**src/verilog/aabie_pkg.sv**
```systemverilog
// constants, types and encodings for the add/and/branch execution slice
//
// What this block does
// - add-with-carry-to-file sums acc, file and carry; sets all five flags; one cycle
// - destination bit 0 writes acc, 1 writes file back; 1 is the default
// - access bit 0 selects access bank; 1 lets bank select register choose bank
// - access bit 0 with extended set on: file field up to 95 is index-relative
// - and-immediate ands acc with low opcode byte into acc; flags N, Z only
// - and-file ands acc with file, routed by destination bit; N, Z; one cycle
// - clear-file-bit clears bit 0..7 of file register; flags untouched; one cycle
// - taken branch loads pc with incremented pc plus twice signed 8-bit offset
// - branch: one cycle not taken, two when taken with idle second; flags untouched
// - branch-on-carry-set branches only when carry is one
// - branch-on-negative-set branches only when negative is one
// - branch-on-carry-clear branches only when carry is zero
// - branch-on-negative-clear (1110 0111) branches only when negative is zero
// - branch-on-overflow-clear (1110 0101) branches only when overflow is zero
// - branch-on-zero-clear branches only when zero is zero
// - access bit 1: bank select register gives upper address bits above 8-bit field
package aabie_pkg;

    // ****************************************************************
    // register map (byte addresses on the bus)
    // ****************************************************************
    localparam logic [7:0] OFS_CTRL = 8'h00;
    localparam logic [7:0] OFS_BANK = 8'h04;
    localparam logic [7:0] OFS_ACC = 8'h08;
    localparam logic [7:0] OFS_FLAGS = 8'h0c;
    localparam logic [7:0] OFS_PC = 8'h10;
    localparam logic [7:0] OFS_INDEX = 8'h14;
    localparam logic [7:0] OFS_STATE = 8'h18;

    localparam int CTRL_RUN_BIT = 0;
    localparam int CTRL_EXT_BIT = 1;

    // ****************************************************************
    // status flag positions
    // ****************************************************************
    localparam int FLAG_C = 0;
    localparam int FLAG_DIGIT = 1;
    localparam int FLAG_Z = 2;
    localparam int FLAG_OVFL = 3;
    localparam int FLAG_N = 4;
    localparam int FLAG_W = 5;

    // ****************************************************************
    // data memory addressing
    // ****************************************************************
    localparam int BANK_W = 4;
    localparam int DM_AW = 12;
    localparam logic [7:0] ACCESS_LIMIT = 8'h5f;
    localparam logic [BANK_W-1:0] ACCESS_LO_BANK = 4'h0;
    localparam logic [BANK_W-1:0] ACCESS_HI_BANK = 4'hf;
    localparam logic DEST_ACC = 1'b0;
    localparam logic DEST_FILE = 1'b1;

    // ****************************************************************
    // opcode patterns
    // ****************************************************************
    localparam logic [5:0] OPC_ADDC = 6'h08;
    localparam logic [7:0] OPC_ANDL = 8'h0b;
    localparam logic [5:0] OPC_ANDF = 6'h05;
    localparam logic [3:0] OPC_BCLR = 4'h9;
    localparam logic [7:0] OPC_BR_CS = 8'he2;
    localparam logic [7:0] OPC_BR_NS = 8'he6;
    localparam logic [7:0] OPC_BR_CC = 8'he3;
    localparam logic [7:0] OPC_BR_NC = 8'he7;
    localparam logic [7:0] OPC_BR_OC = 8'he5;
    localparam logic [7:0] OPC_BR_ZC = 8'he1;

    // ****************************************************************
    // reset values and counts
    // ****************************************************************
    localparam logic [7:0] ACC_RST = 8'h00;
    localparam logic [FLAG_W-1:0] FLAGS_RST = 5'h00;
    localparam logic [BANK_W-1:0] BANK_RST = 4'h0;
    localparam logic [DM_AW-1:0] INDEX_RST = 12'h000;
    localparam logic CTRL_RUN_RST = 1'b0;
    localparam logic CTRL_EXT_RST = 1'b0;
    localparam int PC_STEP = 2;

    typedef enum logic [3:0] {
        OP_NOP = 4'h0,
        OP_ADDC = 4'h1,
        OP_ANDL = 4'h2,
        OP_ANDF = 4'h3,
        OP_BCLR = 4'h4,
        OP_BR_CS = 4'h5,
        OP_BR_NS = 4'h6,
        OP_BR_CC = 4'h7,
        OP_BR_NC = 4'h8,
        OP_BR_OC = 4'h9,
        OP_BR_ZC = 4'ha
    } aabie_op_t;

    // gray order along q1 -> q2 -> q3 -> q4
    typedef enum logic [1:0] {
        PH_DECODE = 2'b00,
        PH_READ = 2'b01,
        PH_PROCESS = 2'b11,
        PH_WRITE = 2'b10
    } aabie_phase_t;

endpackage
```
**src/verilog/aabie_alu_if.sv**
```systemverilog
// carrier between the execution core and its arithmetic unit
interface aabie_alu_if;
    aabie_pkg::aabie_op_t op;
    logic [7:0] acc;
    logic [7:0] file;
    logic [7:0] lit;
    logic [2:0] bitpos;
    logic [aabie_pkg::FLAG_W-1:0] flags_in;
    logic [7:0] result;
    logic [aabie_pkg::FLAG_W-1:0] flags_out;

    modport core (
        output op, acc, file, lit, bitpos, flags_in,
        input result, flags_out
    );

    modport alu (
        input op, acc, file, lit, bitpos, flags_in,
        output result, flags_out
    );
endinterface

```
**src/verilog/aabie_alu.sv**
```systemverilog
// arithmetic and logic unit of the execution slice
module aabie_alu (
    aabie_alu_if.alu bus
);
    logic [8:0] sum;
    logic [4:0] low_sum;

    always_comb
    begin
        sum = {1'b0, bus.acc} + {1'b0, bus.file} + {8'h00, bus.flags_in[aabie_pkg::FLAG_C]};
        low_sum = {1'b0, bus.acc[3:0]} + {1'b0, bus.file[3:0]}
            + {4'h0, bus.flags_in[aabie_pkg::FLAG_C]};
        bus.result = bus.file;
        bus.flags_out = bus.flags_in;
        case (bus.op)
            aabie_pkg::OP_ADDC:
            begin
                bus.result = sum[7:0];
                bus.flags_out[aabie_pkg::FLAG_C] = sum[8];
                bus.flags_out[aabie_pkg::FLAG_DIGIT] = low_sum[4];
                bus.flags_out[aabie_pkg::FLAG_OVFL] =
                    (bus.acc[7] == bus.file[7]) && (sum[7] != bus.acc[7]);
                bus.flags_out[aabie_pkg::FLAG_N] = sum[7];
                bus.flags_out[aabie_pkg::FLAG_Z] = (sum[7:0] == 8'h00);
            end
            aabie_pkg::OP_ANDL, aabie_pkg::OP_ANDF:
            begin
                // only N and Z move for the and forms
                if (bus.op == aabie_pkg::OP_ANDL)
                begin
                    bus.result = bus.acc & bus.lit;
                end
                else
                begin
                    bus.result = bus.acc & bus.file;
                end
                bus.flags_out[aabie_pkg::FLAG_N] = bus.result[7];
                bus.flags_out[aabie_pkg::FLAG_Z] = (bus.result == 8'h00);
            end
            aabie_pkg::OP_BCLR:
            begin
                bus.result = bus.file & ~(8'h01 << bus.bitpos);
            end
            default:
            begin
                bus.result = bus.file;
            end
        endcase
    end
endmodule

```
**src/verilog/aabie_core.sv**
```systemverilog
// execution core: ahb-lite registers, four-phase sequencer, operand routing
module aabie_core #(
    parameter int PC_W = 21
) (
    input wire logic i_mclk,
    input wire logic i_reset,
    input wire logic i_hsel,
    input wire logic [31:0] i_haddr,
    input wire logic [1:0] i_htrans,
    input wire logic i_hwrite,
    input wire logic [2:0] i_hsize,
    input wire logic [31:0] i_hwdata,
    input wire logic i_hready,
    output logic o_hreadyout,
    output logic o_hresp,
    output logic [31:0] o_hrdata,
    input wire logic [15:0] i_instr,
    output logic [PC_W-1:0] o_pc,
    output logic [aabie_pkg::DM_AW-1:0] o_dm_addr,
    output logic o_dm_re,
    output logic o_dm_we,
    output logic [7:0] o_dm_wdata,
    input wire logic [7:0] i_dm_rdata
);

    // ****************************************************************
    // helper functions
    // ****************************************************************
    function automatic aabie_pkg::aabie_op_t decode(input logic [15:0] w);
        aabie_pkg::aabie_op_t op;
        op = aabie_pkg::OP_NOP;
        if (w[15:10] == aabie_pkg::OPC_ADDC)
            op = aabie_pkg::OP_ADDC;
        else if (w[15:8] == aabie_pkg::OPC_ANDL)
            op = aabie_pkg::OP_ANDL;
        else if (w[15:10] == aabie_pkg::OPC_ANDF)
            op = aabie_pkg::OP_ANDF;
        else if (w[15:12] == aabie_pkg::OPC_BCLR)
            op = aabie_pkg::OP_BCLR;
        else if (w[15:8] == aabie_pkg::OPC_BR_CS)
            op = aabie_pkg::OP_BR_CS;
        else if (w[15:8] == aabie_pkg::OPC_BR_NS)
            op = aabie_pkg::OP_BR_NS;
        else if (w[15:8] == aabie_pkg::OPC_BR_CC)
            op = aabie_pkg::OP_BR_CC;
        else if (w[15:8] == aabie_pkg::OPC_BR_NC)
            op = aabie_pkg::OP_BR_NC;
        else if (w[15:8] == aabie_pkg::OPC_BR_OC)
            op = aabie_pkg::OP_BR_OC;
        else if (w[15:8] == aabie_pkg::OPC_BR_ZC)
            op = aabie_pkg::OP_BR_ZC;
        return op;
    endfunction

    // anything outside this slice decodes as an idle cycle
    function automatic logic reads_file(input aabie_pkg::aabie_op_t op);
        return (op == aabie_pkg::OP_ADDC) || (op == aabie_pkg::OP_ANDF)
            || (op == aabie_pkg::OP_BCLR);
    endfunction

    function automatic logic writes_file(input aabie_pkg::aabie_op_t op, input logic d);
        return (((op == aabie_pkg::OP_ADDC) || (op == aabie_pkg::OP_ANDF))
            && (d == aabie_pkg::DEST_FILE)) || (op == aabie_pkg::OP_BCLR);
    endfunction

    function automatic logic writes_acc(input aabie_pkg::aabie_op_t op, input logic d);
        return (((op == aabie_pkg::OP_ADDC) || (op == aabie_pkg::OP_ANDF))
            && (d == aabie_pkg::DEST_ACC)) || (op == aabie_pkg::OP_ANDL);
    endfunction

    function automatic logic branch_taken(input aabie_pkg::aabie_op_t op,
                                          input logic [aabie_pkg::FLAG_W-1:0] fl);
        logic t;
        t = 1'b0;
        case (op)
            aabie_pkg::OP_BR_CS: t = fl[aabie_pkg::FLAG_C];
            aabie_pkg::OP_BR_NS: t = fl[aabie_pkg::FLAG_N];
            aabie_pkg::OP_BR_CC: t = !fl[aabie_pkg::FLAG_C];
            aabie_pkg::OP_BR_NC: t = !fl[aabie_pkg::FLAG_N];
            aabie_pkg::OP_BR_OC: t = !fl[aabie_pkg::FLAG_OVFL];
            aabie_pkg::OP_BR_ZC: t = !fl[aabie_pkg::FLAG_Z];
            default: t = 1'b0;
        endcase
        return t;
    endfunction

    function automatic logic [aabie_pkg::DM_AW-1:0] file_addr(
        input logic a, input logic [7:0] f, input logic ext,
        input logic [aabie_pkg::BANK_W-1:0] bank, input logic [aabie_pkg::DM_AW-1:0] base);
        logic [aabie_pkg::DM_AW-1:0] r;
        if (a)
            r = {bank, f};
        else if (f <= aabie_pkg::ACCESS_LIMIT && ext)
            r = base + {4'h0, f};
        else if (f <= aabie_pkg::ACCESS_LIMIT)
            r = {aabie_pkg::ACCESS_LO_BANK, f};
        else
            r = {aabie_pkg::ACCESS_HI_BANK, f};
        return r;
    endfunction

    // ****************************************************************
    // bus slave
    // ****************************************************************
    logic run_q, run_d, ext_q, ext_d;
    logic [aabie_pkg::BANK_W-1:0] bank_q, bank_d;
    logic [aabie_pkg::DM_AW-1:0] index_q, index_d;
    logic wr_pend_q, wr_pend_d;
    logic [7:0] wr_ofs_q, wr_ofs_d;
    logic [31:0] hrdata_q, hrdata_d;
    logic sw_acc_we, sw_flags_we, sw_pc_we;

    // execution state, declared here for the read mux
    aabie_pkg::aabie_phase_t phase_q, phase_d;
    aabie_pkg::aabie_op_t op_q, op_d;
    logic flush_q, flush_d, taken_q, taken_d;
    logic [15:0] instr_q, instr_d;
    logic [7:0] acc_q, acc_d, operand_q, operand_d, result_q, result_d;
    logic [aabie_pkg::FLAG_W-1:0] flags_q, flags_d, fnew_q, fnew_d;
    logic [PC_W-1:0] pc_q, pc_d;
    logic [aabie_pkg::DM_AW-1:0] dm_addr_q, dm_addr_d;
    logic dm_re_q, dm_re_d, dm_we_q, dm_we_d;

    always_comb
    begin
        run_d = run_q;
        ext_d = ext_q;
        bank_d = bank_q;
        index_d = index_q;
        hrdata_d = hrdata_q;
        sw_acc_we = 1'b0;
        sw_flags_we = 1'b0;
        sw_pc_we = 1'b0;
        // write data arrives one cycle after its address phase
        if (wr_pend_q)
        begin
            case (wr_ofs_q)
                aabie_pkg::OFS_CTRL:
                begin
                    run_d = i_hwdata[aabie_pkg::CTRL_RUN_BIT];
                    ext_d = i_hwdata[aabie_pkg::CTRL_EXT_BIT];
                end
                aabie_pkg::OFS_BANK: bank_d = i_hwdata[aabie_pkg::BANK_W-1:0];
                aabie_pkg::OFS_INDEX: index_d = i_hwdata[aabie_pkg::DM_AW-1:0];
                aabie_pkg::OFS_ACC: sw_acc_we = 1'b1;
                aabie_pkg::OFS_FLAGS: sw_flags_we = 1'b1;
                aabie_pkg::OFS_PC: sw_pc_we = 1'b1;
                default: sw_acc_we = 1'b0;
            endcase
        end
        wr_pend_d = i_hsel && i_htrans[1] && i_hready && i_hwrite;
        wr_ofs_d = i_haddr[7:0];
        if (i_hsel && i_htrans[1] && i_hready && !i_hwrite)
        begin
            case (i_haddr[7:0])
                aabie_pkg::OFS_CTRL: hrdata_d = {30'h0, ext_q, run_q};
                aabie_pkg::OFS_BANK: hrdata_d = {28'h0, bank_q};
                aabie_pkg::OFS_ACC: hrdata_d = {24'h0, acc_q};
                aabie_pkg::OFS_FLAGS: hrdata_d = {27'h0, flags_q};
                aabie_pkg::OFS_PC: hrdata_d = {{(32 - PC_W){1'b0}}, pc_q};
                aabie_pkg::OFS_INDEX: hrdata_d = {20'h0, index_q};
                aabie_pkg::OFS_STATE: hrdata_d = {24'h0, taken_q, flush_q, op_q, phase_q};
                default: hrdata_d = 32'h0000_0000;
            endcase
        end
    end

    always_ff @(posedge i_mclk or posedge i_reset)
    begin
        if (i_reset)
        begin
            run_q <= aabie_pkg::CTRL_RUN_RST;
            ext_q <= aabie_pkg::CTRL_EXT_RST;
            bank_q <= aabie_pkg::BANK_RST;
            index_q <= aabie_pkg::INDEX_RST;
            wr_pend_q <= 1'b0;
            wr_ofs_q <= 8'h00;
            hrdata_q <= 32'h0000_0000;
        end
        else
        begin
            run_q <= run_d;
            ext_q <= ext_d;
            bank_q <= bank_d;
            index_q <= index_d;
            wr_pend_q <= wr_pend_d;
            wr_ofs_q <= wr_ofs_d;
            hrdata_q <= hrdata_d;
        end
    end

    assign o_hreadyout = 1'b1;
    assign o_hresp = 1'b0;
    assign o_hrdata = hrdata_q;

    // ****************************************************************
    // arithmetic unit
    // ****************************************************************
    aabie_alu_if alu_bus ();

    assign alu_bus.op = op_q;
    assign alu_bus.acc = acc_q;
    assign alu_bus.file = operand_q;
    assign alu_bus.lit = instr_q[7:0];
    assign alu_bus.bitpos = instr_q[11:9];
    assign alu_bus.flags_in = flags_q;

    aabie_alu u_alu (
        .bus(alu_bus)
    );

    // ****************************************************************
    // four-phase sequencer
    // ****************************************************************
    always_comb
    begin
        phase_d = phase_q;
        op_d = op_q;
        flush_d = flush_q;
        taken_d = taken_q;
        instr_d = instr_q;
        acc_d = acc_q;
        operand_d = operand_q;
        result_d = result_q;
        flags_d = flags_q;
        fnew_d = fnew_q;
        pc_d = pc_q;
        dm_addr_d = dm_addr_q;
        dm_re_d = dm_re_q;
        dm_we_d = dm_we_q;
        // software writes first so a same-cycle hardware update overrides them
        if (sw_acc_we)
            acc_d = i_hwdata[7:0];
        if (sw_flags_we)
            flags_d = i_hwdata[aabie_pkg::FLAG_W-1:0];
        if (sw_pc_we)
            pc_d = {i_hwdata[PC_W-1:1], 1'b0};
        case (phase_q)
            aabie_pkg::PH_DECODE:
            begin
                // a cleared run bit parks the sequencer between instructions only
                if (run_q)
                begin
                    phase_d = aabie_pkg::PH_READ;
                    if (flush_q)
                    begin
                        flush_d = 1'b0;
                        op_d = aabie_pkg::OP_NOP;
                    end
                    else
                    begin
                        instr_d = i_instr;
                        op_d = decode(i_instr);
                        pc_d = pc_q + PC_W'(aabie_pkg::PC_STEP);
                        dm_addr_d = file_addr(i_instr[8], i_instr[7:0], ext_q, bank_q, index_q);
                        dm_re_d = reads_file(decode(i_instr));
                    end
                end
            end
            aabie_pkg::PH_READ:
            begin
                if (dm_re_q)
                    operand_d = i_dm_rdata;
                dm_re_d = 1'b0;
                phase_d = aabie_pkg::PH_PROCESS;
            end
            aabie_pkg::PH_PROCESS:
            begin
                result_d = alu_bus.result;
                fnew_d = alu_bus.flags_out;
                dm_we_d = writes_file(op_q, instr_q[9]);
                phase_d = aabie_pkg::PH_WRITE;
            end
            aabie_pkg::PH_WRITE:
            begin
                dm_we_d = 1'b0;
                flags_d = fnew_q;
                if (writes_acc(op_q, instr_q[9]))
                    acc_d = result_q;
                taken_d = branch_taken(op_q, flags_q);
                if (branch_taken(op_q, flags_q))
                begin
                    // pc already points past the branch
                    pc_d = pc_q + {{(PC_W - 9){instr_q[7]}}, instr_q[7:0], 1'b0};
                    flush_d = 1'b1;
                end
                phase_d = aabie_pkg::PH_DECODE;
            end
            default:
            begin
                phase_d = aabie_pkg::PH_DECODE;
            end
        endcase
    end

    always_ff @(posedge i_mclk or posedge i_reset)
    begin
        if (i_reset)
        begin
            phase_q <= aabie_pkg::PH_DECODE;
            op_q <= aabie_pkg::OP_NOP;
            flush_q <= 1'b0;
            taken_q <= 1'b0;
            instr_q <= 16'h0000;
            acc_q <= aabie_pkg::ACC_RST;
            operand_q <= 8'h00;
            result_q <= 8'h00;
            flags_q <= aabie_pkg::FLAGS_RST;
            fnew_q <= aabie_pkg::FLAGS_RST;
            pc_q <= '0;
            dm_addr_q <= '0;
            dm_re_q <= 1'b0;
            dm_we_q <= 1'b0;
        end
        else
        begin
            phase_q <= phase_d;
            op_q <= op_d;
            flush_q <= flush_d;
            taken_q <= taken_d;
            instr_q <= instr_d;
            acc_q <= acc_d;
            operand_q <= operand_d;
            result_q <= result_d;
            flags_q <= flags_d;
            fnew_q <= fnew_d;
            pc_q <= pc_d;
            dm_addr_q <= dm_addr_d;
            dm_re_q <= dm_re_d;
            dm_we_q <= dm_we_d;
        end
    end

    assign o_pc = pc_q;
    assign o_dm_addr = dm_addr_q;
    assign o_dm_re = dm_re_q;
    assign o_dm_we = dm_we_q;
    assign o_dm_wdata = result_q;

endmodule

```
**config.mk**
```make
export PLATFORM = sky130hd
export DESIGN_NAME = aabie_core
export DESIGN_NICKNAME = d
export VERILOG_FILES = /design/src/verilog/aabie_pkg.sv /design/src/verilog/aabie_alu_if.sv /design/src/verilog/aabie_alu.sv /design/src/verilog/aabie_core.sv
export SDC_FILE = /design/constraint.sdc
export NUM_CORES = 1
export LEC_CHECK = 0
export ABC_AREA = 0
export BUFFER_PORTS_ARGS = -buffer_cell sky130_fd_sc_hd__buf_2
export CORE_MARGIN = 1.5
export CORE_UTILIZATION = 51
export CTS_CLUSTER_SIZE = 10
export DETAILED_ROUTE_END_ITERATION = 10
export HOLD_SLACK_MARGIN = 0.1
export MAX_ROUTING_LAYER = met4
export PLACE_DENSITY = 0.75
export SYNTH_ARGS = -nofsm -noshare
export SYNTH_HDL_FRONTEND = slang
export SYNTH_HIERARCHICAL = 1
export SYNTH_SLANG_ARGS = --single-unit
```
**constraint.sdc**
```tcl
create_clock -name i_mclk -period 4.7 [get_ports i_mclk]
set_input_delay 0.94 -clock i_mclk [delete_from_list [all_inputs] [get_ports i_mclk]]
set_output_delay 0.94 -clock i_mclk [all_outputs]
set_load 0.02 [all_outputs]
```
After elaboration in Yosys (flattened, before gate mapping)
Index checks and enable logic that the tools add are counted.

cells by class
  mux-type cells = 52
  bitwise logic cells = 6
  shift operators = 1
  divide/modulo/power cells = 0
  equality and inequality tests = 42
  reductions and logical operators = 36
  add/subtract/negate cells = 7
  $lt $le $gt $ge = 1
  $mul = 0

operator list
  operator                                                               count
  21-bit case mux with 7 select lines                                    1
  21-bit 2-to-1 mux                                                      4
  4-bit 2-to-1 mux                                                       14
  8-bit equality test, second input constant                             6
  21-bit case mux with 2 select lines                                    1
  8-bit by 4-bit equality test with 1-bit output, second input constant  5
  8-bit by 5-bit equality test with 1-bit output, second input constant  5
  8-bit 2-to-1 mux                                                       5
  12-bit 2-to-1 mux                                                      3
  8-bit zero test                                                        4
  8-bit AND                                                              3
  8-bit case mux with 3 select lines                                     1
  21-bit by 2-bit adder with 21-bit output, second input constant        1
  21-bit adder                                                           1
  4-bit by 3-bit equality test with 1-bit output, second input constant  5
  4-bit equality test, second input constant                             4
  8-bit by 3-bit equality test with 1-bit output, second input constant  2
  12-bit by 8-bit adder with 12-bit output                               1
  4-bit by 2-bit equality test with 1-bit output, second input constant  3
  1-bit 2-to-1 mux                                                       12
  5-bit 2-to-1 mux                                                       2
  1-bit case mux with 2 select lines                                     5
  2-bit AND reduction                                                    5
  8-bit by 8-bit adder with 9-bit output                                 1
  25 further kinds                                                       51

storage, ports and cells
  word-level logic and storage cells = 166
  RAM bits = 0
  bits in latches = 0
  memory bits (read-only) = 0
  memories kept = 0
  flip-flop bits (word level) = 148
  bits of input ports = 98

Logic depth before layout (Yosys ltp)
Gate-level depths: netlist (run 1).

  word-level depth = 20
  depth in mapped cells = 10

Modules after synthesis
The synthesis (run 1) kept the hierarchy.

modules (own cells, without submodules)
  module      cells an instance  instances  area an instance (sq um)
  aabie_core  850                1          8,011.4
  aabie_alu   110                1          825.8

Worst setup path before layout (run 1)
Ideal clock, no wire load.

  path kind = input-to-reg
  from = in i_haddr[0]
  to = reg hrdata_q[2] (netlist: o_hrdata[2])
  data arrival time = 2.510 ns
  required time = 4.617 ns
  stages on the path = 7
  setup time = 0.083 ns
  setup slack = 2.106 ns
  buffers on the path = 2
  cell sequence = or4_1 > or4_1 > buf_2 > nor2_4 > buf_4 > a221oi_1 > o21ai_0

on the way
  cells in the longest elaborated chain, start to end = 2

ends and longest elaborated chain
  element                                                                 RTL line           source
  start, declared                                                         aabie_core.sv:8    input wire logic [31:0] i_haddr,
  8-bit by 5-bit equality test with 1-bit output (tied with other cells)  aabie_core.sv:155  case (i_haddr[7:0])
  21-bit case mux with 7 select lines *                                   aabie_core.sv:155
  end signal, assigned                                                    aabie_core.sv:188  hrdata_q <= hrdata_d;
  end, declared                                                           aabie_core.sv:110  logic [31:0] hrdata_q, hrdata_d;

Mark *: on every way between the ends. The rest lies on a longest branch, timed or not.
A chain may end at the register's enable or synchronous reset.

Final worst setup path (run 1)
  from = reg instr_q[7]
  to = reg pc_q[17] (netlist: o_pc[17])

on the way
  cells in the longest elaborated chain, start to end = 3

ends and longest elaborated chain
  element                              RTL line           source
  start, declared                      aabie_core.sv:117  logic [15:0] instr_q, instr_d;
  start signal, assigned               aabie_core.sv:321  instr_q <= instr_d;
  21-bit adder                         aabie_core.sv:284  pc_d = pc_q + {{(PC_W - 9){instr_q[7]}}, instr_q[7:0], 1'b0};
  21-bit 2-to-1 mux                    aabie_core.sv:281  if (branch_taken(op_q, flags_q))
  21-bit case mux with 2 select lines  aabie_core.sv:238  case (phase_q)
  named net pc_d[17]                   aabie_core.sv:120  logic [PC_W-1:0] pc_q, pc_d;
  end signal, assigned                 aabie_core.sv:327  pc_q <= pc_d;
  end, declared                        aabie_core.sv:120

The timed path passes the listed nets, and every way through them passes these cells.

==> impl_results.html, run 1 <==
<table>
<tr><th>Metric</th><th>Value</th></tr>
<tr><th colspan="2">STA</th></tr>
<tr><td>Slew Viols, Final</td><td>0</td></tr>
<tr><td>Max-Slew Margin vs Limit</td><td>25.20%</td></tr>
<tr><td>Minimum clock period</td><td>3.146 ns</td></tr>
<tr><td>Period utilization</td><td>66.94%</td></tr>
<tr><td>Highest clock rate</td><td>317.9 MHz</td></tr>
<tr><td>Number of hold-slack violations in the final timing report</td><td>0</td></tr>
<tr><td>Tightest hold margin</td><td>0.4735 ns</td></tr>
<tr><td>Maximum clock skew at final layout</td><td>0.006797 ns</td></tr>
<tr><td>Setup TNS</td><td>0 ns</td></tr>
<tr><td>Unrepaired setup endpoints after global routing</td><td>false</td></tr>
<tr><td>Slew at the pin with the worst max-slew slack</td><td>1.122 ns</td></tr>
<tr><td># setup viols final</td><td>0</td></tr>
<tr><th colspan="2">Clock network</th></tr>
<tr><td>Clock tree from TritonCTS</td><td>done</td></tr>
<tr><td>Number of buffers inserted by post-CTS setup repair</td><td>0</td></tr>
<tr><td>Bufs on Longest Clock Path</td><td>2</td></tr>
<tr><td>Deepest level of the CTS H-tree</td><td>4</td></tr>
<tr><td>Clk pin slew, worst setup/hold paths</td><td>0.06 ns</td></tr>
<tr><td>Post-CTS Resized</td><td>0</td></tr>
<tr><td>Root buffer cell</td><td>sky130_fd_sc_hd__clkbuf_16</td></tr>
<tr><td>Sink Count</td><td>136</td></tr>
<tr><td>Number of buffers inserted by hold repair at cts</td><td>0</td></tr>
<tr><td>Later-pin clock latency in the skew report</td><td>0.43 ns</td></tr>
<tr><td>Cts bufs inserted</td><td>17</td></tr>
<tr><th colspan="2">Yosys</th></tr>
<tr><td>Sequential fraction of the synthesis area</td><td>38.51%</td></tr>
<tr><td>Post-synthesis cell count</td><td>960</td></tr>
<tr><td>Number of synthesized flops with an enable pin</td><td>0</td></tr>
<tr><td>Count of distinct cell types in the synthesized netlist</td><td>76</td></tr>
<tr><td>Area of the mapped netlist</td><td>8837 um2</td></tr>
<tr><td>Fraction of synthesized area in multiplexers</td><td>11.38%</td></tr>
<tr><td>Most instantiated cells after synthesis</td><td>141 x sky130_fd_sc_hd__nand2_1, 136 x sky130_fd_sc_hd__dfrtp_1, 77 x sky130_fd_sc_hd__o21ai_0, 59 x sky130_fd_sc_hd__nor2_1, 53 x sky130_fd_sc_hd__a21oi_1</td></tr>
<tr><td>Proportion of netlist area held by the largest area contributor</td><td>38.51%</td></tr>
<tr><td>Proportion of register bits with asynchronous set or reset after synthesis</td><td>100.0%</td></tr>
<tr><td>Post-synthesis xor/xnor area fraction</td><td>3.865%</td></tr>
<tr><td>Synth Area in Adders</td><td>5.862%</td></tr>
<tr><td>Dominant cell type by area after synthesis</td><td>sky130_fd_sc_hd__dfrtp_1</td></tr>
<tr><td>Main combinational cell family by area after synthesis</td><td>compound AO/OA/AOI/OAI gates</td></tr>
<tr><td>Synthesis Warnings</td><td>6</td></tr>
<tr><td>Most used flip-flop cell after synthesis</td><td>sky130_fd_sc_hd__dfrtp_1</td></tr>
<tr><td>Number of storage elements in the synthesis netlist</td><td>136</td></tr>
<tr><td>Synth Area in Simple Gates</td><td>18.07%</td></tr>
<tr><td>Ranking of synthesized cells by area</td><td>sky130_fd_sc_hd__dfrtp_1 39%, sky130_fd_sc_hd__mux2_2 6.1%, sky130_fd_sc_hd__nand2_1 6.0%</td></tr>
<tr><td>Synthesized area divided by synthesized cell count</td><td>9.205 um2</td></tr>
<tr><td>Complex-gate fraction of the synthesized area</td><td>18.12%</td></tr>
<tr><td>Top-count cell post-synth</td><td>sky130_fd_sc_hd__nand2_1</td></tr>
<tr><th colspan="2">Critical path</th></tr>
<tr><td>Worst-path cell chain</td><td>ha_1 &gt; a21o_1 &gt; a221o_1 &gt; a221oi_1 &gt; o21ai_0 &gt; a21oi_1 &gt; xor2_1 &gt; o221ai_1</td></tr>
<tr><td>R2R Path End</td><td>o_pc[17]</td></tr>
<tr><td>Reg-to-reg slack, setup</td><td>1.55 ns</td></tr>
<tr><td>Type of element launching the critical path</td><td>flop</td></tr>
<tr><td>Arrival time of the worst setup path</td><td>3.43 ns</td></tr>
<tr><td>RR Startpoint</td><td>instr_q[7]</td></tr>
<tr><td>R2r worst-path depth</td><td>8</td></tr>
<tr><td>Largest fanout on the critical path</td><td>16</td></tr>
<tr><td>Kind of end point of the critical path</td><td>flop</td></tr>
<tr><td>Worst stage delay on the critical path</td><td>0.81 ns</td></tr>
<tr><td>Worst setup path end</td><td>o_pc[17]</td></tr>
<tr><td>Critical path start-end classification</td><td>flop to flop</td></tr>
<tr><td>Data required, critical path</td><td>4.99 ns</td></tr>
<tr><td>Launch point of the worst path</td><td>instr_q[7]</td></tr>
<tr><td>Worst path slowest cell</td><td>sky130_fd_sc_hd__dfrtp_1</td></tr>
<tr><th colspan="2">Routing</th></tr>
<tr><td>Total wire length</td><td>25380 um</td></tr>
<tr><td>DRT iter0 DRCs</td><td>797</td></tr>
<tr><td>Router iterations before antenna repair</td><td>6</td></tr>
<tr><td>Detailed-route via count</td><td>7935</td></tr>
<tr><td>Post-route DRC violation count</td><td>0</td></tr>
<tr><td>Detail Route Antenna Nets</td><td>0</td></tr>
<tr><td>Post-detailed-route via-to-cell ratio</td><td>6.118</td></tr>
<tr><td>Post-DR wirelength/cell</td><td>19.57 um</td></tr>
<tr><th colspan="2">Place</th></tr>
<tr><td>Number of placed instances, taps included</td><td>1266</td></tr>
<tr><td>HPWL after DPL</td><td>18520 um</td></tr>
<tr><td>Placer congestion estimate</td><td>0.8916</td></tr>
<tr><td>Standard cell area after detailed placement</td><td>9568 um2</td></tr>
<tr><td>Count of input and output buffers</td><td>122</td></tr>
<tr><th colspan="2">Floorplanning</th></tr>
<tr><td>Number of top-level pins</td><td>175</td></tr>
<tr><td># rows</td><td>47</td></tr>
<tr><td>Initial Utilization</td><td>52.73%</td></tr>
<tr><td>Core region area</td><td>16760 um2</td></tr>
<tr><td>Horiz. Die Dim</td><td>134.6 um</td></tr>
<tr><td>Floorplan die height</td><td>134.6 um</td></tr>
<tr><td>Area of the die</td><td>18130 um2</td></tr>
<tr><th colspan="2">Worst hold path</th></tr>
<tr><td>Source of the worst hold timing path</td><td>o_hrdata[18]</td></tr>
<tr><td>Min-delay worst type</td><td>flop to flop</td></tr>
<tr><th colspan="2">Global routing</th></tr>
<tr><td>Total GRT Usage</td><td>29.68%</td></tr>
<tr><td>Wire length of the first global-routing pass</td><td>40030 um</td></tr>
<tr><td>Initial antenna violation count</td><td>0</td></tr>
<tr><td>Overall overflow remaining after global route</td><td>0</td></tr>
<tr><td>Via count of the first global-routing pass</td><td>7395</td></tr>
<tr><td>Pin count of the biggest net entering global routing</td><td>69</td></tr>
<tr><th colspan="2">Run status</th></tr>
<tr><td>Result of the run</td><td>completed</td></tr>
<tr><th colspan="2">Power</th></tr>
<tr><td>Net switching share of the total power</td><td>38.93%</td></tr>
<tr><td>Proportion of power drawn by the clock network</td><td>28.6%</td></tr>
<tr><td>Worst ir drop on vdd</td><td>0.3370 mV</td></tr>
<tr><td>Cell Int Power</td><td>3074 uW</td></tr>
<tr><td>Share of power burned in combinational logic</td><td>37.4%</td></tr>
<tr><td>Power density over the cells</td><td>493.7 nW/um2</td></tr>
<tr><td>Power dissipated by switching net loads</td><td>1960 uW</td></tr>
<tr><td>Share of total power in sequential cells</td><td>34.0%</td></tr>
<tr><td>Cell leakage power</td><td>0.004648 uW</td></tr>
<tr><th colspan="2">Cells and area</th></tr>
<tr><td>Antenna cells</td><td>0</td></tr>
<tr><td>Post-layout instance count excluding filler cells</td><td>1297</td></tr>
<tr><td>Finished Cell Area</td><td>10200 um2</td></tr>
<tr><td>Nets</td><td>1202</td></tr>
<tr><td>Layout cell share with drive strength beyond 1</td><td>21.36%</td></tr>
<tr><td>Area grow syn2layout</td><td>15.38%</td></tr>
<tr><td>Final standard cell utilization of the core</td><td>60.84%</td></tr>
<tr><th colspan="2">Flow run</th></tr>
<tr><td>Max capacitance violation total</td><td>0</td></tr>
</table>
## cell families (layout without fill, tap and decap cells)
family / after synthesis / after routing
compound gates: 251 / 251
xor+xnor: 39 / 39
fa+ha+maj: 39 / 39
buf+inv: 78 / 184
flops: 136 / 136
mux: 92 / 92
other cells: 2 / 13
simple gates: 323 / 323
## per-layer routing
layer	track usage [%]	vias up	wire length [um]
li1	-	3697	-
met1	40.68	3834	11730
met2	44.16	343	11190
met3	5.480	61	1643
met4	10.81	0	810
met5	-	-	0
## flip-flops by register name, indices dropped and copies added, names as in the netlist, 2 cells and up
signal	cells
o_hrdata	21
o_pc	21
index_q	12
o_dm_addr	12
instr_q	11
acc_q	8
alu_bus.file	8
o_dm_wdata	8
wr_ofs_q	8
alu_bus.flags_in	5
fnew_q	5
alu_bus.op	4
bank_q	4
phase_q	2
## power by group through the flow
stage                     combinational, uW  clock, uW  sequential [uW]
after floorplan                        1300          0             1690
after global placement                 1810          0             1710
after detailed placement               1840          0             1720
after CTS                              1860       1440             1700
after global routing                   2080       1500             1730
final                                  1880       1440             1710
## cell usage in the layout, fill, tap and decap left out, types with 4 or more instances in the layout
cell type,netlist,final
sky130_fd_sc_hd__a21oi_1,53,53
sky130_fd_sc_hd__o21a_1,5,5
sky130_fd_sc_hd__buf_2,5,122
sky130_fd_sc_hd__ha_1,35,35
sky130_fd_sc_hd__o21ai_0,77,77
sky130_fd_sc_hd__buf_4,15,5
sky130_fd_sc_hd__bufinv_16,0,4
sky130_fd_sc_hd__o211ai_1,19,19
sky130_fd_sc_hd__nand3_1,24,24
sky130_fd_sc_hd__a221oi_1,8,8
sky130_fd_sc_hd__nand2b_1,15,15
sky130_fd_sc_hd__clkbuf_16,0,17
sky130_fd_sc_hd__inv_1,26,25
sky130_fd_sc_hd__nor2_1,59,59
sky130_fd_sc_hd__nor3b_1,6,6
sky130_fd_sc_hd__fa_1,4,4
sky130_fd_sc_hd__a31oi_1,13,12
sky130_fd_sc_hd__xnor2_1,21,21
sky130_fd_sc_hd__mux2_2,48,48
sky130_fd_sc_hd__and3_1,8,8
sky130_fd_sc_hd__nand2_1,141,140
sky130_fd_sc_hd__and2_1,6,6
sky130_fd_sc_hd__o22ai_1,8,8
sky130_fd_sc_hd__o221ai_1,13,13
sky130_fd_sc_hd__mux2i_1,42,42
sky130_fd_sc_hd__o31ai_1,8,8
sky130_fd_sc_hd__nand3b_1,6,6
sky130_fd_sc_hd__a22oi_1,4,4
sky130_fd_sc_hd__conb_1,2,13
sky130_fd_sc_hd__nor2b_1,9,9
sky130_fd_sc_hd__a21o_1,10,10
sky130_fd_sc_hd__nor3_1,14,13
sky130_fd_sc_hd__dfrtp_1,136,136
sky130_fd_sc_hd__xor2_1,18,18
## final cells by class
type / count / area [um2]
sequential: 136 / 3403
fill: 1483 / 6564
clock inverter: 12 / 175.2
multi-input combinational: 757 / 5139
clock buffer: 19 / 452.9
inverter: 26 / 102.6
timing repair buffer: 127 / 648.1
tap: 220 / 275.3
## worst max-delay path, delay by kind of cell (launching register included)
kind,cells,cell delay (ns)
AO/OA/AOI/OAI,6,1.52
flip-flops,1,0.81
XOR/XNOR,1,0.27
adder cells (fa/ha/maj),1,0.41
## through the flow
stage	setup slack [ns]	total power [uW]
floorplan	0.1205	2997
global placement	1.617	3525
detailed placement	1.610	3555
CTS	1.610	5000
global route	1.331	5314
finish	1.554	5034
## worst min-delay path by stage
| stage | cells past startpoint | end | slack (ns) |
|---|---|---|---|
| 2_1_floorplan | 2 | taken_q | 0.45 |
| 4_1_cts | 2 | o_hrdata[18] | 0.48 |
| 3_3_place_gp | 2 | o_hrdata[15] | 0.46 |
| 3_5_place_dp | 2 | o_hrdata[18] | 0.47 |
| 6_report | 2 | o_hrdata[18] | 0.47 |
| 5_1_grt | 2 | o_hrdata[7] | 0.50 |
No activity file was read; power rests on OpenSTA's default activity.
==> run 2, diff against run 1 <==
==> constraint.sdc (replaced) <==
create_clock -name i_mclk -period 2.8 [get_ports i_mclk]
set_input_delay 0.56 -clock i_mclk [delete_from_list [all_inputs] [get_ports i_mclk]]
set_output_delay 0.56 -clock i_mclk [all_outputs]
set_load 0.02 [all_outputs]
==> run 2 against run 1 <==
Against the previous run:
- critical path depth is 2 higher
- cell area is 2.5% higher
- power is 64% higher
- global-route usage is 0.53 points higher
- setup slack worse by 1.4 ns
- combinational power is 91% higher
- clock power is 38% higher
- clock skew is 0.0030 ns higher
- via count is 3.4% higher
- routed wire length is 2.2% higher
- critical path type unchanged
- largest cell class unchanged
==> impl_results.html, run 2 (synthesis results as in run 1) <==
<table>
<tr><th>Metric</th><th>Value</th></tr>
<tr><th colspan="2">Run status</th></tr>
<tr><td>Result of the run</td><td>completed</td></tr>
<tr><th colspan="2">Critical path</th></tr>
<tr><td>Data required, critical path</td><td>3.11 ns (-1.88 ns)</td></tr>
<tr><td>Worst setup path end</td><td>fnew_q[2]</td></tr>
<tr><td>Reg-to-reg slack, setup</td><td>0.11 ns (-1.44 ns)</td></tr>
<tr><td>Launch point of the worst path</td><td>acc_q[0]</td></tr>
<tr><td>Kind of end point of the critical path</td><td>flop</td></tr>
<tr><td>Arrival time of the worst setup path</td><td>2.99 ns (-0.44 ns)</td></tr>
<tr><td>Worst-path cell chain</td><td>inv_1 &gt; fa_1 &gt; fa_2 &gt; nor2b_1 &gt; o21ai_0 &gt; a21oi_1 &gt; nor3_1 &gt; or2_2 &gt; a41o_1 &gt; mux2_2</td></tr>
<tr><td>RR Startpoint</td><td>acc_q[0]</td></tr>
<tr><td>Worst path slowest cell</td><td>sky130_fd_sc_hd__fa_1</td></tr>
<tr><td>Largest fanout on the critical path</td><td>2 (-14)</td></tr>
<tr><td>Type of element launching the critical path</td><td>flop</td></tr>
<tr><td>R2R Path End</td><td>fnew_q[2]</td></tr>
<tr><td>Critical path start-end classification</td><td>flop to flop</td></tr>
<tr><td>Worst stage delay on the critical path</td><td>0.46 ns (-0.35 ns)</td></tr>
<tr><td>R2r worst-path depth</td><td>10 (+2)</td></tr>
<tr><th colspan="2">STA</th></tr>
<tr><td>Final worst-path setup slack</td><td>0.1135 ns (-1.440 ns)</td></tr>
<tr><td>Tightest hold margin</td><td>0.2010 ns (-0.2726 ns)</td></tr>
<tr><td># setup viols final</td><td>0 (unchanged)</td></tr>
<tr><td>Highest clock rate</td><td>372.2 MHz (+17%)</td></tr>
<tr><td>Max-Slew Margin vs Limit</td><td>53.80% (+29 points)</td></tr>
<tr><td>Slew Viols, Final</td><td>0 (unchanged)</td></tr>
<tr><td>Number of hold-slack violations in the final timing report</td><td>0 (unchanged)</td></tr>
<tr><td>Maximum clock skew at final layout</td><td>0.009817 ns (+0.003020 ns)</td></tr>
<tr><td>Period utilization</td><td>95.95% (+29 points)</td></tr>
<tr><td>Slew at the pin with the worst max-slew slack</td><td>0.6884 ns (-0.4336 ns)</td></tr>
<tr><td>Setup TNS</td><td>0 ns (unchanged)</td></tr>
<tr><td>Minimum clock period</td><td>2.687 ns (-0.4596 ns)</td></tr>
<tr><td>Unrepaired setup endpoints after global routing</td><td>false</td></tr>
<tr><th colspan="2">Place</th></tr>
<tr><td>Worst slack at placement</td><td>0.1072 ns (-1.502 ns)</td></tr>
<tr><td>Count of input and output buffers</td><td>122 (unchanged)</td></tr>
<tr><td>HPWL after DPL</td><td>19520 um (+5.4%)</td></tr>
<tr><td>Placer congestion estimate</td><td>0.9200 (+3.2%)</td></tr>
<tr><td>Standard cell area after detailed placement</td><td>9931 um2 (+3.8%)</td></tr>
<tr><th colspan="2">Floorplanning</th></tr>
<tr><td>Area of the die</td><td>18130 um2 (unchanged)</td></tr>
<tr><td># rows</td><td>47 (unchanged)</td></tr>
<tr><td>Horiz. Die Dim</td><td>134.6 um (unchanged)</td></tr>
<tr><td>Number of top-level pins</td><td>175 (unchanged)</td></tr>
<tr><td>Floorplan die height</td><td>134.6 um (unchanged)</td></tr>
<tr><td>Core region area</td><td>16760 um2 (unchanged)</td></tr>
<tr><td>Initial Utilization</td><td>52.73% (unchanged)</td></tr>
<tr><th colspan="2">Clock network</th></tr>
<tr><td>Number of buffers inserted by post-CTS setup repair</td><td>0 (unchanged)</td></tr>
<tr><td>Clk pin slew, worst setup/hold paths</td><td>0.06 ns (about the same)</td></tr>
<tr><td>Bufs on Longest Clock Path</td><td>2 (unchanged)</td></tr>
<tr><td>Later-pin clock latency in the skew report</td><td>0.43 ns (about the same)</td></tr>
<tr><td>Post-CTS Resized</td><td>0 (unchanged)</td></tr>
<tr><td>Clock tree from TritonCTS</td><td>done</td></tr>
<tr><td>Deepest level of the CTS H-tree</td><td>4 (unchanged)</td></tr>
<tr><td>Number of buffers inserted by hold repair at cts</td><td>0 (unchanged)</td></tr>
<tr><td>Sink Count</td><td>136 (unchanged)</td></tr>
<tr><td>Cts bufs inserted</td><td>17 (unchanged)</td></tr>
<tr><td>Root buffer cell</td><td>sky130_fd_sc_hd__clkbuf_16</td></tr>
<tr><th colspan="2">Cells and area</th></tr>
<tr><td>Most common cell after layout, fill and taps aside</td><td>sky130_fd_sc_hd__nand2_1</td></tr>
<tr><td>Finished Cell Area</td><td>10450 um2 (+2.5%)</td></tr>
<tr><td>Final standard cell utilization of the core</td><td>62.34% (+1.5 points)</td></tr>
<tr><td>Filler cell count in the final layout</td><td>1425 (-3.9%)</td></tr>
<tr><td>Antenna cells</td><td>0 (unchanged)</td></tr>
<tr><td>Nets</td><td>1248 (+3.8%)</td></tr>
<tr><td>Commonest cells after routing, fill and taps aside</td><td>140 x sky130_fd_sc_hd__nand2_1, 136 x sky130_fd_sc_hd__dfrtp_1, 122 x sky130_fd_sc_hd__buf_2</td></tr>
<tr><td>Layout cell share with drive strength beyond 1</td><td>24.06% (+2.7 points)</td></tr>
<tr><td>Area grow syn2layout</td><td>18.24%</td></tr>
<tr><th colspan="2">Routing</th></tr>
<tr><td>Total wire length</td><td>25950 um (+2.2%)</td></tr>
<tr><td>Post-detailed-route via-to-cell ratio</td><td>6.115 (about the same)</td></tr>
<tr><td>Detailed-route via count</td><td>8207 (+3.4%)</td></tr>
<tr><td>Router iterations before antenna repair</td><td>6 (unchanged)</td></tr>
<tr><td>Post-DR wirelength/cell</td><td>19.33 um (-1.2%)</td></tr>
<tr><td>DRT iter0 DRCs</td><td>761 (-4.5%)</td></tr>
<tr><td>Detail Route Antenna Nets</td><td>0 (unchanged)</td></tr>
<tr><td>Post-route DRC violation count</td><td>0 (unchanged)</td></tr>
<tr><th colspan="2">Global routing</th></tr>
<tr><td>Total GRT Usage</td><td>30.22% (+0.53 points)</td></tr>
<tr><td>Pin count of the biggest net entering global routing</td><td>67 (-2.9%)</td></tr>
<tr><td>Overall overflow remaining after global route</td><td>0 (unchanged)</td></tr>
<tr><td>Via count of the first global-routing pass</td><td>7526 (+1.8%)</td></tr>
<tr><td>Wire length of the first global-routing pass</td><td>40770 um (+1.8%)</td></tr>
<tr><td>Initial antenna violation count</td><td>0 (unchanged)</td></tr>
<tr><th colspan="2">Worst hold path</th></tr>
<tr><td>Min-delay worst type</td><td>input port to asynchronous set/reset pin</td></tr>
<tr><th colspan="2">Power</th></tr>
<tr><td>Cell leakage power</td><td>0.004827 uW (+3.8%)</td></tr>
<tr><td>Power density over the cells</td><td>792.5 nW/um2 (+61%)</td></tr>
<tr><td>Worst ir drop on vdd</td><td>0.4445 mV (+32%)</td></tr>
<tr><th colspan="2">Flow run</th></tr>
<tr><td>Max capacitance violation total</td><td>0 (unchanged)</td></tr>
</table>
## run 2: cell count changes in the layout (fill, tap and decap cells not counted), sizes merged
cell / change
buf: +46
clkbuf: +7
bufinv: -4
clkinvlp: -2
clkinv: -1
inv: -1
## run 2: metrics by stage
stage               total power [uW]  instances
floorplan                       5031        971
global placement                6136       1312
detailed placement              6215       1312
CTS                             8220       1342
global route                    8765       1342
finish                          8281       1342
## run 2: per-layer routing
layer / global-route usage (%) / vias up / wire, um
met5: - / - / 0
li1: - / 3785 / -
met3: 5.631 / 73 / 2215
met2: 45.10 / 439 / 11620
met4: 11.29 / 0 / 779
met1: 41.17 / 3910 / 11330
## run 2: cell type report
cell class | count | area (um2) | area share [%]
inverters | 26 | 101.3 | 0.9699
clock buffers | 26 | 489.2 | 4.682
well taps | 220 | 275.3 | 2.634
flip-flops and latches | 136 | 3403 | 32.57
repair buffers | 173 | 1018 | 9.747
multi-input cells | 757 | 5141 | 49.20
clock inverters | 4 | 20.02 | 0.1916
## run 2: critical path, delay by kind of cell, from the launching register on
family          cells  cell delay [ns]
fa+ha+maj           2             0.83
flops               1             0.39
compound gates      3             0.52
mux                 1             0.26
buf+inv             1             0.09
simple gates        3             0.49
## run 2: worst min-delay path by stage
stage                       from            end  cells past startpoint
global placement    o_hrdata[16]   o_hrdata[16]                      2
detailed placement   o_hrdata[2]    o_hrdata[2]                      2
floorplan                taken_q        taken_q                      2
global route             i_reset  o_dm_wdata[7]                      2
CTS                      i_reset       acc_q[5]                      2
finish                   i_reset       acc_q[4]                      2
## run 2: report_power, final
group          total (uW)  leakage (uW)  switching [uW]  internal (uW)
clock                1990      0.000254             810           1180
sequential           2700       0.00162             411           2290
combinational        3590       0.00295            2040           1550
==> run 3, diff against run 2 <==
--- a/config.mk
+++ b/config.mk
@@ -7,9 +7,10 @@
 export LEC_CHECK = 0
 export ABC_AREA = 0
 export BUFFER_PORTS_ARGS = -buffer_cell sky130_fd_sc_hd__buf_2
-export CORE_MARGIN = 1.5
-export CORE_UTILIZATION = 51
-export CTS_CLUSTER_SIZE = 10
+export CELL_PAD_IN_SITES_DETAIL_PLACEMENT = 1
+export CELL_PAD_IN_SITES_GLOBAL_PLACEMENT = 2
+export CORE_UTILIZATION = 31
+export CTS_CLUSTER_SIZE = 12
 export DETAILED_ROUTE_END_ITERATION = 10
 export HOLD_SLACK_MARGIN = 0.1
 export MAX_ROUTING_LAYER = met4
==> run 3 against run 2 <==
Against the previous run:
- register-to-register slack improved by 0.02 ns
- combinational power up 7.2%
- power increased by 7.4%
- critical path type unchanged
- hold slack better by 0.057 ns
- sequential cell count is the same
==> impl_results.html, run 3 (synthesis results as in run 1) <==
<table>
<tr><th>Metric</th><th>Value</th></tr>
<tr><th colspan="2">STA</th></tr>
<tr><td>Highest clock rate</td><td>375.2 MHz (+0.81%)</td></tr>
<tr><td>Minimum clock period</td><td>2.665 ns (-0.02146 ns)</td></tr>
<tr><td>Period utilization</td><td>95.18% (-0.77 points)</td></tr>
<tr><td>Slew Viols, Final</td><td>0 (unchanged)</td></tr>
<tr><td>Unrepaired setup endpoints after global routing</td><td>false</td></tr>
<tr><td>Number of hold-slack violations in the final timing report</td><td>0 (unchanged)</td></tr>
<tr><td># setup viols final</td><td>0 (unchanged)</td></tr>
<tr><td>Maximum clock skew at final layout</td><td>0.01164 ns (+0.001819 ns)</td></tr>
<tr><td>Setup TNS</td><td>0 ns (unchanged)</td></tr>
<tr><td>Max-Slew Margin vs Limit</td><td>43.87% (-9.9 points)</td></tr>
<tr><td>Slew at the pin with the worst max-slew slack</td><td>0.8419 ns (+0.1536 ns)</td></tr>
<tr><th colspan="2">Floorplanning</th></tr>
<tr><td>Area of the die</td><td>29190 um2 (+61%)</td></tr>
<tr><td>Horiz. Die Dim</td><td>170.8 um (+27%)</td></tr>
<tr><td>Initial Utilization</td><td>31.64% (-21 points)</td></tr>
<tr><td>Number of top-level pins</td><td>175 (unchanged)</td></tr>
<tr><td>Floorplan die height</td><td>170.8 um (+27%)</td></tr>
<tr><td># rows</td><td>61 (+30%)</td></tr>
<tr><td>Core region area</td><td>27930 um2 (+67%)</td></tr>
<tr><th colspan="2">Cells and area</th></tr>
<tr><td>Antenna cells</td><td>0 (unchanged)</td></tr>
<tr><td>Finished Cell Area</td><td>10880 um2 (+4.1%)</td></tr>
<tr><td>Nets</td><td>1266 (+1.4%)</td></tr>
<tr><td>Commonest cells after routing, fill and taps aside</td><td>140 x sky130_fd_sc_hd__nand2_1, 136 x sky130_fd_sc_hd__dfrtp_1, 122 x sky130_fd_sc_hd__buf_2</td></tr>
<tr><td>Area grow syn2layout</td><td>23.12%</td></tr>
<tr><td>Most common cell after layout, fill and taps aside</td><td>sky130_fd_sc_hd__nand2_1</td></tr>
<tr><td>Layout cell share with drive strength beyond 1</td><td>26.01% (+1.9 points)</td></tr>
<tr><td>Final standard cell utilization of the core</td><td>38.95% (-23 points)</td></tr>
<tr><th colspan="2">Clock network</th></tr>
<tr><td>Post-CTS Resized</td><td>0 (unchanged)</td></tr>
<tr><td>Number of buffers inserted by post-CTS setup repair</td><td>0 (unchanged)</td></tr>
<tr><td>Deepest level of the CTS H-tree</td><td>4 (unchanged)</td></tr>
<tr><td>Number of buffers inserted by hold repair at cts</td><td>0 (unchanged)</td></tr>
<tr><td>Clock tree from TritonCTS</td><td>done</td></tr>
<tr><td>Cts bufs inserted</td><td>17 (unchanged)</td></tr>
<tr><td>Sink Count</td><td>136 (unchanged)</td></tr>
<tr><td>Clk pin slew, worst setup/hold paths</td><td>0.06 ns (about the same)</td></tr>
<tr><td>Root buffer cell</td><td>sky130_fd_sc_hd__clkbuf_16</td></tr>
<tr><td>Later-pin clock latency in the skew report</td><td>0.43 ns (about the same)</td></tr>
<tr><td>Bufs on Longest Clock Path</td><td>2 (unchanged)</td></tr>
<tr><th colspan="2">Power</th></tr>
<tr><td>Proportion of power drawn by the clock network</td><td>26.6% (+2.5 points)</td></tr>
<tr><td>Net switching share of the total power</td><td>39.76% (+0.36 points)</td></tr>
<tr><td>Worst ir drop on vdd</td><td>0.3604 mV (-19%)</td></tr>
<tr><td>Tot Pwr</td><td>8892 uW (+7.4%)</td></tr>
<tr><td>Share of power burned in combinational logic</td><td>43.2% (about the same)</td></tr>
<tr><td>Power dissipated by switching net loads</td><td>3536 uW (+8.4%)</td></tr>
<tr><td>Cell Int Power</td><td>5357 uW (+6.8%)</td></tr>
<tr><td>Cell leakage power</td><td>0.004948 uW (+2.5%)</td></tr>
<tr><td>Share of total power in sequential cells</td><td>30.2% (-2.4 points)</td></tr>
<tr><td>Power density over the cells</td><td>817.3 nW/um2 (+3.1%)</td></tr>
<tr><th colspan="2">Critical path</th></tr>
<tr><td>Worst path slowest cell</td><td>sky130_fd_sc_hd__dfrtp_1</td></tr>
<tr><td>R2r worst-path depth</td><td>8 (-2)</td></tr>
<tr><td>Worst-path cell chain</td><td>ha_1 &gt; a21o_1 &gt; a221o_1 &gt; a221oi_2 &gt; o21ai_0 &gt; a21oi_1 &gt; xor2_1 &gt; o221ai_1</td></tr>
<tr><td>Arrival time of the worst setup path</td><td>2.94 ns (-0.05 ns)</td></tr>
<tr><td>Kind of end point of the critical path</td><td>flop</td></tr>
<tr><td>Largest fanout on the critical path</td><td>4 (+2)</td></tr>
<tr><td>Worst stage delay on the critical path</td><td>0.42 ns (-0.04 ns)</td></tr>
<tr><td>Type of element launching the critical path</td><td>flop</td></tr>
<tr><td>Data required, critical path</td><td>3.08 ns (-0.03 ns)</td></tr>
<tr><td>Reg-to-reg slack, setup</td><td>0.13 ns (+0.02 ns)</td></tr>
<tr><td>RR Startpoint</td><td>instr_q[7]</td></tr>
<tr><td>Critical path start-end classification</td><td>flop to flop</td></tr>
<tr><td>R2R Path End</td><td>o_pc[17]</td></tr>
<tr><th colspan="2">Place</th></tr>
<tr><td>Count of input and output buffers</td><td>122 (unchanged)</td></tr>
<tr><td>Placer congestion estimate</td><td>0.8574 (-6.8%)</td></tr>
<tr><td>Standard cell area after detailed placement</td><td>10250 um2 (+3.2%)</td></tr>
<tr><td>HPWL after DPL</td><td>23600 um (+21%)</td></tr>
<tr><th colspan="2">Global routing</th></tr>
<tr><td>Via count of the first global-routing pass</td><td>8193 (+8.9%)</td></tr>
<tr><td>Total GRT Usage</td><td>22.56% (-7.7 points)</td></tr>
<tr><td>Initial antenna violation count</td><td>0 (unchanged)</td></tr>
<tr><td>Wire length of the first global-routing pass</td><td>48360 um (+19%)</td></tr>
<tr><td>Pin count of the biggest net entering global routing</td><td>137 (+100%)</td></tr>
<tr><td>Overall overflow remaining after global route</td><td>0 (unchanged)</td></tr>
<tr><th colspan="2">Worst hold path</th></tr>
<tr><td>Min-delay worst type</td><td>input port to flop</td></tr>
<tr><td>Count of cells along the worst hold path</td><td>1</td></tr>
<tr><td>Source of the worst hold timing path</td><td>i_haddr[6]</td></tr>
<tr><td>Worst min-delay path endpoint</td><td>wr_ofs_q[6]</td></tr>
<tr><th colspan="2">Flow run</th></tr>
<tr><td>Max capacitance violation total</td><td>0 (unchanged)</td></tr>
<tr><th colspan="2">Routing</th></tr>
<tr><td>Post-route DRC violation count</td><td>0 (unchanged)</td></tr>
<tr><td>Post-DR wirelength/cell</td><td>20.23 um (+4.7%)</td></tr>
<tr><td>Detailed-route via count</td><td>8052 (-1.9%)</td></tr>
<tr><td>Detail Route Antenna Nets</td><td>0 (unchanged)</td></tr>
<tr><td>DRT iter0 DRCs</td><td>503 (-34%)</td></tr>
<tr><td>Router iterations before antenna repair</td><td>5 (-1)</td></tr>
<tr><td>Post-detailed-route via-to-cell ratio</td><td>5.297 (-13%)</td></tr>
<tr><td>Total wire length</td><td>30750 um (+19%)</td></tr>
<tr><th colspan="2">Run status</th></tr>
<tr><td>Result of the run</td><td>completed</td></tr>
</table>
## run 3: cell count changes in the layout (fill, tap and decap cells not counted), sizes merged
| cell | delta |
|---|---|
| clkinv | +2 |
| inv | +2 |
| clkbuf | -7 |
| buf | +18 |
| clkinvlp | +2 |
| bufinv | +3 |
## run 3: per-stage QoR
stage	hold slack [ns]	worst slack [ns]	instances
after global routing	0.2482	0.01439	1520
final	0.2581	0.1349	1520
after global placement	0.4567	0.07047	1488
after floorplan	0.4468	0.3095	971
after CTS	0.2477	0.02292	1520
after detailed placement	0.4646	0.04168	1488
## run 3: per-layer routing
layer | track usage [%] | share of wire (%) | up-vias
met3 | 3.053 | 3.6 | 27
li1 | - | - | 3818
met4 | 5.862 | 1.8 | 0
met5 | - | 0 | -
met1 | 31.20 | 49 | 4013
met2 | 34.57 | 45 | 194
## run 3: layout make-up
class	count	area [um2]
Clock inverter	13	171.4
Clock buffer	19	432.9
Multi-Input combinational cell	757	5157
Fill cell	3324	17050
Tap cell	378	473.0
Inverter	26	101.3
Sequential cell	136	3403
Timing Repair Buffer	191	1141
## run 3: worst max path at each step
stage               start         to  slack (ns)  depth (start not counted)
2_1_floorplan    acc_q[0]  fnew_q[2]        0.31                         10
3_3_place_gp   instr_q[7]   o_pc[17]        0.07                          8
3_5_place_dp   instr_q[7]   o_pc[17]        0.04                          8
4_1_cts        instr_q[7]   o_pc[17]        0.02                          8
5_1_grt          acc_q[0]  fnew_q[2]        0.01                         10
6_report       instr_q[7]   o_pc[17]        0.13                          8
## run 3: power groups by stage
stage	Sequential, uW	Combinational [uW]	Clock (uW)
6_report	2680	3850	2370
2_1_floorplan	2840	2190	0
4_1_cts	2690	3820	2390
5_1_grt	2740	4240	2470
3_5_place_dp	2720	3790	0
3_3_place_gp	2710	3720	0
## run 3: critical path, delay by kind of cell (launching register included)
family,cells,cell delay (ns)
flip-flops,1,0.42
AO/OA/AOI/OAI,6,1.49
XOR/XNOR,1,0.26
adder cells (fa/ha/maj),1,0.35
